--- src/inc/irc_params.svh ---
// Numeric constants of the infrared pulse encoder/decoder
`ifndef IRC_PARAMS_SVH
`define IRC_PARAMS_SVH

`define IRC_CLK_HZ        50_000_000
`define IRC_CNT_W         16
`define IRC_PULSE_FIX_NS  1627
`define IRC_NS_PER_S      1_000_000_000
`define IRC_PULSE_NUM     3
`define IRC_PULSE_DEN     16
`define IRC_RATE_RESET    4'h6
`define IRC_RATE_MAX      4'hC
`define IRC_BIT_USER_B    6
`define IRC_BIT_USER_A    5
`define IRC_BIT_PULSE     4
`define IRC_RATE_MSB      3
`define IRC_RATE_LSB      0
`define IRC_DATA_BITS     8
`define IRC_BAUD_0        115200
`define IRC_BAUD_1        57600
`define IRC_BAUD_2        38400
`define IRC_BAUD_3        19200
`define IRC_BAUD_4        14400
`define IRC_BAUD_5        12800
`define IRC_BAUD_6        9600
`define IRC_BAUD_7        7200
`define IRC_BAUD_8        4800
`define IRC_BAUD_9        3600
`define IRC_BAUD_A        2400
`define IRC_BAUD_B        1800
`define IRC_BAUD_C        1200

`endif

--- src/inc/irc_pkg.sv ---
// Types shared by the infrared pulse encoder/decoder modules
package irc_pkg;
	typedef logic [3:0]  irc_rate_t;
	typedef logic [15:0] irc_cnt_t;
	typedef logic [7:0]  irc_byte_t;
	typedef enum logic [1:0] {CRX_IDLE, CRX_START, CRX_DATA, CRX_STOP} irc_crx_state_t;
endpackage : irc_pkg

--- src/verilog/irc_cfg_rx.sv ---
// Asynchronous serial receiver for control bytes, 8 data bits, 1 stop bit
`include "irc_params.svh"
module irc_cfg_rx
	import irc_pkg::*;
(
	input  wire logic     clock,      // System clock
	input  wire logic     arst_n,     // Asynchronous reset, active low
	input  wire logic     ce,         // Clock enable
	input  wire logic     enable,     // Receiver armed
	input  wire logic     rx_in,      // Serial line, idle high
	input  wire irc_cnt_t bit_cycles, // Clocks per bit
	output irc_byte_t     byte_data,  // Last received byte
	output logic          byte_valid  // One-cycle pulse per good byte
);
	irc_crx_state_t state_r, state_nxt;
	irc_cnt_t       cnt_r, cnt_nxt;
	logic [2:0]     idx_r, idx_nxt;
	irc_byte_t      data_r, data_nxt;
	logic           prev_r, prev_nxt;
	logic           valid_r, valid_nxt;

	// Frame walker; samples in mid-cell so small rate error is tolerated
	always_comb begin
		state_nxt = state_r;
		cnt_nxt   = cnt_r;
		idx_nxt   = idx_r;
		data_nxt  = data_r;
		prev_nxt  = rx_in;
		valid_nxt = 1'b0;
		if (!enable) begin
			state_nxt = CRX_IDLE;
		end else begin
			case (state_r)
				CRX_IDLE: begin
					if (prev_r && !rx_in) begin
						state_nxt = CRX_START;
						cnt_nxt   = irc_cnt_t'(bit_cycles >> 1);
					end
				end
				CRX_START: begin
					if (cnt_r != '0) begin
						cnt_nxt = cnt_r - 1'b1;
					end else if (rx_in) begin
						state_nxt = CRX_IDLE; // Glitch, not a start bit
					end else begin
						state_nxt = CRX_DATA;
						cnt_nxt   = bit_cycles - 1'b1;
						idx_nxt   = '0;
					end
				end
				CRX_DATA: begin
					if (cnt_r != '0) begin
						cnt_nxt = cnt_r - 1'b1;
					end else begin
						data_nxt = {rx_in, data_r[`IRC_DATA_BITS-1:1]}; // LSB first
						cnt_nxt  = bit_cycles - 1'b1;
						idx_nxt  = idx_r + 1'b1;
						if (idx_r == 3'(`IRC_DATA_BITS - 1)) begin
							state_nxt = CRX_STOP;
						end
					end
				end
				CRX_STOP: begin
					if (cnt_r != '0) begin
						cnt_nxt = cnt_r - 1'b1;
					end else begin
						state_nxt = CRX_IDLE;
						valid_nxt = rx_in; // Framing error drops the byte
					end
				end
				default: state_nxt = CRX_IDLE;
			endcase
		end
	end

	always_ff @(posedge clock or negedge arst_n) begin
		if (!arst_n) begin
			state_r <= CRX_IDLE;
			cnt_r   <= '0;
			idx_r   <= '0;
			data_r  <= '0;
			prev_r  <= 1'b1;
			valid_r <= 1'b0;
		end else if (ce) begin
			state_r <= state_nxt;
			cnt_r   <= cnt_nxt;
			idx_r   <= idx_nxt;
			data_r  <= data_nxt;
			prev_r  <= prev_nxt;
			valid_r <= valid_nxt;
		end
	end

	assign byte_data  = data_r;
	assign byte_valid = valid_r;
endmodule : irc_cfg_rx

--- src/verilog/irc_ir_stretch.sv ---
// Receive pulse stretcher: each infrared pulse becomes one low bit cell
`include "irc_params.svh"
module irc_ir_stretch
	import irc_pkg::*;
(
	input  wire logic     clock,      // System clock
	input  wire logic     arst_n,     // Asynchronous reset, active low
	input  wire logic     ce,         // Clock enable
	input  wire logic     enable,     // Data mode active
	input  wire logic     ir_rx_in,   // Infrared receive input, active low
	input  wire irc_cnt_t bit_cycles, // Clocks per bit
	output logic          rx_out      // Stretched serial output, idle high
);
	logic     prev_r, prev_nxt;
	irc_cnt_t cnt_r, cnt_nxt;
	logic     out_r, out_nxt;

	// A new falling edge restarts the cell, so back-to-back zeros merge cleanly
	always_comb begin
		prev_nxt = ir_rx_in;
		cnt_nxt  = cnt_r;
		if (!enable) begin
			cnt_nxt = '0;
		end else if (prev_r && !ir_rx_in) begin
			cnt_nxt = bit_cycles; // see RULE24
		end else if (cnt_r != '0) begin
			cnt_nxt = cnt_r - 1'b1;
		end
		out_nxt = (cnt_nxt == '0); // see RULE1
	end

	always_ff @(posedge clock or negedge arst_n) begin
		if (!arst_n) begin
			prev_r <= 1'b1;
			cnt_r  <= '0;
			out_r  <= 1'b1;
		end else if (ce) begin
			prev_r <= prev_nxt;
			cnt_r  <= cnt_nxt;
			out_r  <= out_nxt;
		end
	end

	assign rx_out = out_r;
endmodule : irc_ir_stretch

--- src/verilog/irc_endec_top.sv ---
// Infrared pulse encoder/decoder with serial rate and pulse configuration
// How it works
// RULE1 - Select low: transmit line goes to infrared out, infrared in to receive out.
// RULE2 - Select high: bytes on the transmit line are a control word, not data.
// RULE3 - Only the seven low bits of a control byte are used.
// RULE4 - Bit 6 user B, bit 5 user A, bit 4 pulse width, bits 3..0 rate.
// RULE5 - A new rate takes effect only when select returns low.
// RULE6 - Width bit one gives 1.627 us pulses, zero gives 3/16 bit period.
// RULE7 - User pins follow the user bits of the last accepted control word.
// RULE8 - User pins are active low; a one bit drives the pin low.
// RULE9 - Rate codes 0..C map 115.2k down to 1.2k; D..F are forbidden.
// RULE10 - Forbidden rate code keeps old rate; width and user bits still update.
// RULE11 - Reset high clears configuration and returns to 9600 bit/s.
// RULE12 - Host waits 2 ms or 7 us after reset before raising select.
// RULE13 - Host waits 7 us after raising select before sending the word.
// RULE14 - Host sends the word as 8 data bits, no parity, one stop.
// RULE15 - Word is sent and decoded at the current rate, 9600 after reset.
// RULE16 - Host holds select high 1 us after the word before lowering it.
// RULE17 - Host keeps reset and select low during data transfer.
// RULE18 - Reprogramming by raising select again is accepted at any time.
// RULE19 - Host switches its own serial port to the new rate afterwards.
// RULE20 - Software should prefer the short fixed pulse to save power.
// RULE21 - Infrared output is active high and carries the shortened pulses.
// RULE22 - Transceiver gives active-low receive pulses of at least 1.63 us.
// RULE23 - Each zero bit, start included, gives one pulse from cell start.
// RULE24 - Each received pulse drives receive out low one bit from its fall.
`include "irc_params.svh"
module irc_endec_top
	import irc_pkg::*;
#(
	parameter int unsigned CLK_FREQ_HZ = `IRC_CLK_HZ // Scale down to shorten simulation
) (
	input  wire logic clock,         // System clock, 50 MHz
	input  wire logic arst_n,        // Asynchronous reset, active low
	input  wire logic ce,            // Clock enable, freezes all state when low
	input  wire logic reset_in,      // Device reset pin, active high
	input  wire logic config_select, // High selects control word mode
	input  wire logic uart_tx_in,    // Serial data from host, idle high
	input  wire logic ir_rx_in,      // Infrared receive pulses, active low
	output logic      ir_tx_out,     // Infrared transmit pulses, active high
	output logic      uart_rx_out,   // Stretched serial data to host
	output logic      user_out_a_n,  // First user pin, active low
	output logic      user_out_b_n   // Second user pin, active low
);
	// Fixed pulse length, rounded up to whole clocks
	localparam longint unsigned PULSE_FIX_CYC_L =
		(longint'(`IRC_PULSE_FIX_NS) * longint'(CLK_FREQ_HZ) + longint'(`IRC_NS_PER_S) - 1)
		/ longint'(`IRC_NS_PER_S);
	localparam irc_cnt_t PULSE_FIX_CYC = (PULSE_FIX_CYC_L < 1) ? irc_cnt_t'(1) :
		irc_cnt_t'(PULSE_FIX_CYC_L);

	// Clocks per bit for a rate code, rounded to nearest
	function automatic irc_cnt_t rate_cycles(input irc_rate_t code);
		int unsigned baud;
		baud = `IRC_BAUD_6;
		case (code)
			4'h0: baud = `IRC_BAUD_0; // see RULE9
			4'h1: baud = `IRC_BAUD_1;
			4'h2: baud = `IRC_BAUD_2;
			4'h3: baud = `IRC_BAUD_3;
			4'h4: baud = `IRC_BAUD_4;
			4'h5: baud = `IRC_BAUD_5;
			4'h6: baud = `IRC_BAUD_6;
			4'h7: baud = `IRC_BAUD_7;
			4'h8: baud = `IRC_BAUD_8;
			4'h9: baud = `IRC_BAUD_9;
			4'hA: baud = `IRC_BAUD_A;
			4'hB: baud = `IRC_BAUD_B;
			4'hC: baud = `IRC_BAUD_C;
			default: baud = `IRC_BAUD_6; // Unreachable: forbidden codes are never stored
		endcase
		return irc_cnt_t'((CLK_FREQ_HZ + baud / 2) / baud);
	endfunction : rate_cycles

	// Configuration state
	irc_rate_t rate_r, rate_nxt;           // Active rate
	irc_rate_t pend_rate_r, pend_rate_nxt; // Rate waiting for select to fall
	logic      pulse_sel_r, pulse_sel_nxt;
	logic      user_a_r, user_a_nxt;
	logic      user_b_r, user_b_nxt;
	logic      sel_prev_r, sel_prev_nxt;

	// Encoder state
	logic      tx_prev_r, tx_prev_nxt;
	logic      cell_act_r, cell_act_nxt;
	irc_cnt_t  cell_cnt_r, cell_cnt_nxt;
	irc_cnt_t  pulse_cnt_r, pulse_cnt_nxt;
	logic      ir_tx_r, ir_tx_nxt;

	// Shared combinational terms
	logic      data_mode;
	logic      cfg_mode;
	irc_cnt_t  bit_cycles;
	logic [17:0] frac_prod;
	irc_cnt_t  frac_cyc;
	irc_cnt_t  pulse_cyc;
	irc_byte_t cfg_byte;
	logic      cfg_valid;
	irc_rate_t cfg_rate;
	logic      tx_fall;
	logic      cell_end;
	logic      pulse_start;

	// Mode decode; the reset pin overrides both modes
	assign data_mode  = !reset_in && !config_select; // see RULE1
	assign cfg_mode   = !reset_in && config_select;  // see RULE2
	assign bit_cycles = rate_cycles(rate_r);         // see RULE15

	// Pulse width: 3/16 of the bit cell or the fixed short pulse
	assign frac_prod = 18'(bit_cycles) * 18'(`IRC_PULSE_NUM);
	assign frac_cyc  = irc_cnt_t'(frac_prod / 18'(`IRC_PULSE_DEN));
	assign pulse_cyc = pulse_sel_r ? PULSE_FIX_CYC :
		((frac_cyc == '0) ? irc_cnt_t'(1) : frac_cyc); // see RULE6

	// Control byte receiver runs at the rate in force when select rose
	irc_cfg_rx u_cfg_rx (
		.clock      (clock),
		.arst_n     (arst_n),
		.ce         (ce),
		.enable     (cfg_mode),
		.rx_in      (uart_tx_in),
		.bit_cycles (bit_cycles),
		.byte_data  (cfg_byte),
		.byte_valid (cfg_valid)
	);

	// Receive direction stretcher, idle high outside data mode
	irc_ir_stretch u_ir_stretch (
		.clock      (clock),
		.arst_n     (arst_n),
		.ce         (ce),
		.enable     (data_mode),
		.ir_rx_in   (ir_rx_in),
		.bit_cycles (bit_cycles),
		.rx_out     (uart_rx_out)
	);

	assign cfg_rate = cfg_byte[`IRC_RATE_MSB:`IRC_RATE_LSB]; // see RULE4

	// Configuration next state; bit 7 of the byte is never read
	always_comb begin
		rate_nxt      = rate_r;
		pend_rate_nxt = pend_rate_r;
		pulse_sel_nxt = pulse_sel_r;
		user_a_nxt    = user_a_r;
		user_b_nxt    = user_b_r;
		sel_prev_nxt  = config_select;
		if (reset_in) begin
			rate_nxt      = `IRC_RATE_RESET; // see RULE11
			pend_rate_nxt = `IRC_RATE_RESET;
			pulse_sel_nxt = 1'b0;
			user_a_nxt    = 1'b0;
			user_b_nxt    = 1'b0;
			sel_prev_nxt  = 1'b0;
		end else begin
			// Each new select session starts from the active rate
			if (config_select && !sel_prev_r) begin
				pend_rate_nxt = rate_r; // see RULE18
			end
			if (cfg_valid) begin
				pulse_sel_nxt = cfg_byte[`IRC_BIT_PULSE];  // see RULE3
				user_a_nxt    = cfg_byte[`IRC_BIT_USER_A]; // see RULE7
				user_b_nxt    = cfg_byte[`IRC_BIT_USER_B];
				if (cfg_rate <= `IRC_RATE_MAX) begin
					pend_rate_nxt = cfg_rate; // see RULE10
				end
			end
			// Rate switches on the falling edge of select only
			if (!config_select && sel_prev_r) begin
				rate_nxt = pend_rate_r; // see RULE5
			end
		end
	end

	always_ff @(posedge clock or negedge arst_n) begin
		if (!arst_n) begin
			rate_r      <= `IRC_RATE_RESET;
			pend_rate_r <= `IRC_RATE_RESET;
			pulse_sel_r <= 1'b0;
			user_a_r    <= 1'b0;
			user_b_r    <= 1'b0;
			sel_prev_r  <= 1'b0;
		end else if (ce) begin
			rate_r      <= rate_nxt;
			pend_rate_r <= pend_rate_nxt;
			pulse_sel_r <= pulse_sel_nxt;
			user_a_r    <= user_a_nxt;
			user_b_r    <= user_b_nxt;
			sel_prev_r  <= sel_prev_nxt;
		end
	end

	// Encoder: bit cells re-align on every falling edge, so no framing is needed
	assign tx_fall     = tx_prev_r && !uart_tx_in;
	assign cell_end    = cell_act_r && (cell_cnt_r == bit_cycles - 1'b1);
	assign pulse_start = data_mode && (tx_fall || (cell_end && !uart_tx_in)); // see RULE23

	always_comb begin
		tx_prev_nxt   = uart_tx_in;
		cell_act_nxt  = cell_act_r;
		cell_cnt_nxt  = cell_cnt_r;
		pulse_cnt_nxt = pulse_cnt_r;
		if (!data_mode) begin
			cell_act_nxt  = 1'b0;
			cell_cnt_nxt  = '0;
			pulse_cnt_nxt = '0;
		end else begin
			if (tx_fall) begin
				cell_act_nxt = 1'b1;
				cell_cnt_nxt = '0;
			end else if (cell_end) begin
				cell_cnt_nxt = '0;
				cell_act_nxt = !uart_tx_in; // A high cell ends the run until the next edge
			end else if (cell_act_r) begin
				cell_cnt_nxt = cell_cnt_r + 1'b1;
			end
			if (pulse_start) begin
				pulse_cnt_nxt = pulse_cyc;
			end else if (pulse_cnt_r != '0) begin
				pulse_cnt_nxt = pulse_cnt_r - 1'b1;
			end
		end
		ir_tx_nxt = (pulse_cnt_nxt != '0); // see RULE21
	end

	always_ff @(posedge clock or negedge arst_n) begin
		if (!arst_n) begin
			tx_prev_r   <= 1'b1;
			cell_act_r  <= 1'b0;
			cell_cnt_r  <= '0;
			pulse_cnt_r <= '0;
			ir_tx_r     <= 1'b0;
		end else if (ce) begin
			tx_prev_r   <= tx_prev_nxt;
			cell_act_r  <= cell_act_nxt;
			cell_cnt_r  <= cell_cnt_nxt;
			pulse_cnt_r <= pulse_cnt_nxt;
			ir_tx_r     <= ir_tx_nxt;
		end
	end

	// Outputs straight from flip-flops
	assign ir_tx_out    = ir_tx_r;
	assign user_out_a_n = !user_a_r; // see RULE8
	assign user_out_b_n = !user_b_r; // see RULE8
endmodule : irc_endec_top

--- config.mk ---
export PLATFORM = sky130hd
export DESIGN_NAME = irc_endec_top
export DESIGN_NICKNAME = d
export VERILOG_FILES = /design/src/inc/irc_pkg.sv /design/src/verilog/irc_cfg_rx.sv /design/src/verilog/irc_ir_stretch.sv /design/src/verilog/irc_endec_top.sv
export VERILOG_INCLUDE_DIRS = /design/src /design/src/inc
export SDC_FILE = /design/constraint.sdc
export NUM_CORES = 1
export LEC_CHECK = 0
export ABC_AREA = 0
export BUFFER_PORTS_ARGS = -buffer_cell sky130_fd_sc_hd__buf_2
export CORE_MARGIN = 1.5
export CORE_UTILIZATION = 30
export DETAILED_ROUTE_END_ITERATION = 10
export GPL_TIMING_DRIVEN = 1
export PLACE_DENSITY = 0.5
export RECOVER_POWER = 100
export REMOVE_ABC_BUFFERS = 1
export SLEW_MARGIN = 20
export SYNTH_ARGS = -nofsm -noshare
export SYNTH_HDL_FRONTEND = slang
export SYNTH_SLANG_ARGS = --single-unit
--- constraint.sdc ---
create_clock -name clock -period 88.3 [get_ports clock]
set_clock_uncertainty 0.15 [all_clocks]
set_input_delay 4.415 -clock clock [delete_from_list [all_inputs] [get_ports clock]]
set_output_delay 4.415 -clock clock [all_outputs]
set_load 0.03 [all_outputs]
==> flow_summary.toml <==
[grt]
grt_pass1_wl_um = 138000
met2_usage_pct = 29.1
grt.overflow.total = 0
grt_use_total_pct = 18.9
grtUsageMet3_pct = 1.42
grt_antenna_before_repair = 0
pin_count_of_the_biggest_net_entering_global_routing = 70
globalRoute.busiestLayer = "met2"
met1_routing_resource_usage_after_global_routing_pct = 28.7
via_count_of_the_first_global_routing_pass = 24300

[floorplanning]
core_region_area_um2 = 86800
design.die.area_um2 = 89400
placementRows = 108
floorplan.die.width_um = 299
boundaryPins = 11
start_util_pct = 30.3
die_height_um = 299

[detailed_routing]
dr_total_vias = 26600
ant_nets = 0
route.detailed.drc = 0
drtPass1Iterations = 6
wl_per_cell_um = 18.7
wirelength_um = 87900
route.detailed.vias_per_inst = 5.66
drt_initial_violations = 2076

[logic_synthesis]
netlist_instances = 3533
synth.avg_cell_area_um2 = 7.44
synth_seq_cells = 95
syn-cell-area_um2 = 26300
netlist-cell-type-count = 155
post_synth_edffs = 0
proportion_of_register_bits_with_asynchronous_set_or_reset_after_synthesis_pct = 100
yosys_most_used_dff = "dfrtp_1"
synth_top_area_cell = "ha_1"
synth-seq-area-share_pct = 9.08
synth_top_area_share_pct = 17.5
ys_top_cells_by_area = "ha_1 (18%), dfrtp_1 (8.4%), o21a_1 (5.0%)"
yosys_warnings = 0

[sta]
layout_worst_path_cycle_share_pct = 93.7
fmax_ghz = 0.0121
setup_viol_count_final = 0
period_minus_slack_ns = 82.77
final_hold_viol_count = 0
timing.max_slew.rel_slack_pct = -173
hold-worst-slack_ns = 0.368
maxSlewViolCount = 129
worst_pin_slew_ns = 4.10

[critical_path]
timing_worst_setup_path_type = "reg -> reg"
startpoint_type = "flip-flop"
reg2regPathDepth = 391
critical_path_required_ns = 88.43
worst-path-max-fanout = 27
worst_setup_path_end_kind = "flip-flop"
crit_slowest_cell = "or4_4"
arrival_ns = 82.90
path_common_cell = "o21a_1"
worst_path_largest_cell_delay_ns = 0.68

[cts]
cts_hold_repair.buffers = 0
ctsHtreeMaxLevel = 3
cts.path.max_buffers = 2
numClockSinks = 95
cts_tree = "built"
numCtsBuffers = 9
insertion_delay_ns = 0.36
clk_pin_slew_ns = 0.07
clock_tree.root_cell = "clkbuf_16"

[run]
drv_cap = 3

[min_path]
hold-path-cell-count = 2
hold_class = "reg -> reg"

[finish]
most_common_library_cell_in_the_layout_ignoring_fill_and_taps = "ha_1"
diode_insertion_count_for_antenna_repair = 0
final_nets = 3916
most-common-layout-cells = "ha_1 (365), nor2_1 (329), nand2_1 (323)"
area_growth_pct = 9.46
drive_gt1_share_pct = 12.5

[placed_design]
placement.io_buffers = 10
globalplace.congestion = 0.878
dp_hpwl_um = 67200

[outcome]
failed_checks = "capacitance limit, slew limit"
outcome = "finished, violations left"
[path summary, 6_finish.rpt]
path | end | slack, ns | startpoint
max reg2reg | pulse_cnt_r[2] | 5.53 | rate_r[0]
min in group asynchronous | user_a_r | 4.26 | arst_n
max in group asynchronous | rate_r[0] | 78.86 | arst_n
max | pulse_cnt_r[2] | 5.53 | rate_r[0]
min reg2reg | pend_rate_r[1] | 0.37 | pend_rate_r[1]
min | pend_rate_r[1] | 0.37 | pend_rate_r[1]
[cell type report]
| class | instances | area (um^2) |
|---|---|---|
| repair inverters | 2 | 10.0 |
| flip-flops and latches | 95 | 2390 |
| well taps | 1155 | 1450 |
| multi-input cells | 3217 | 23400 |
| repair buffers | 94 | 673 |
| clock inverters | 6 | 116 |
| inverters | 122 | 524 |
| clock buffers | 10 | 229 |
| fillers | 9421 | 58000 |
[state kept, by name, indices dropped and copies added (netlist names)]
register,count
cell_cnt_r,16
u_cfg_rx.idx_r,3
pulse_cnt_r,16
sel_prev_r,1
cell_act_r,1
u_ir_stretch.cnt_r,16
u_cfg_rx.cnt_r,16
user_a_r,1
rate_r,4
u_cfg_rx.state_r,2
u_cfg_rx.byte_data,8
u_ir_stretch.rx_out,1
u_cfg_rx.byte_valid,1
user_b_r,1
u_cfg_rx.prev_r,1
u_ir_stretch.prev_r,1
pulse_sel_r,1
ir_tx_out,1
pend_rate_r,4
[logic make-up after synthesis]
kind of cell / after synthesis / share of synthesized area (%)
mux: 142 / 6.07
buf+inv: 235 / 3.99
simple gates: 1358 / 25.7
xor+xnor: 219 / 7.46
compound gates: 1114 / 30.1
fa+ha+maj: 368 / 17.5
other cells: 2 / 0.0286
flops: 95 / 9.08
[metal layers]
| metal | share of wire (%) | wire length (um) |
|---|---|---|
| met1 | 51 | 44900 |
| met3 | 4.6 | 4080 |
| met2 | 43 | 37700 |
| met4 | 1.5 | 1280 |
| met5 | 0 | 0 |
[Yosys cell counts, types with 34 or more instances]
cell type and count:
a21o_1 59, a21oi_1 216, and2_1 42, clkbuf_1 59, dfrtp_1 88, ha_1 368
inv_1 109, mux2_2 96, mux2i_1 36, nand2_1 329, nand2b_1 34, nand3_1 75
nand4_1 49, nor2_1 334, nor2b_1 44, nor3_1 208, o211ai_1 38, o21a_1 174
o21ai_0 164, o31ai_1 79, or2_2 40, or3_1 41, xnor2_1 140, xor2_1 75
[critical path: cells and delay by family (launching register included)]
| family | cells | cell delay (ns) |
|---|---|---|
| buffers and inverters | 27 | 4.83 |
| muxes | 7 | 2.43 |
| AOI/OAI and AO/OA | 237 | 47.60 |
| xor gates and xnor gates | 2 | 0.57 |
| and+or+nand+nor | 90 | 18.01 |
| DFF | 1 | 0.50 |
| adders and majority gates | 28 | 8.30 |
[what timing repair did]
item,4_1_cts,5_1_grt
endpoints found under the setup margin,38,52
gates cloned,1,4
pin swaps,1,16
setup buffers,0,44
resized for setup,23,92
[through the flow]
stage	instances	util (%)	area [um^2]	setup slack, ns	setup TNS (ns)
after floorplan	3431	-	25700	7.19	0
after global placement	4636	31.8	27600	-2.47	-72.74
after detailed placement	4636	31.8	27600	-3.41	-106.40
after CTS	4653	32.3	28000	0.0844	0
after global routing	4701	33.2	28800	-0.214	-0.943
final	4701	33.2	28800	5.53	0
Power is left out: the tool's default activity adds up to more than one toggle a clock period on the data nets, which glitch-free logic cannot reach.
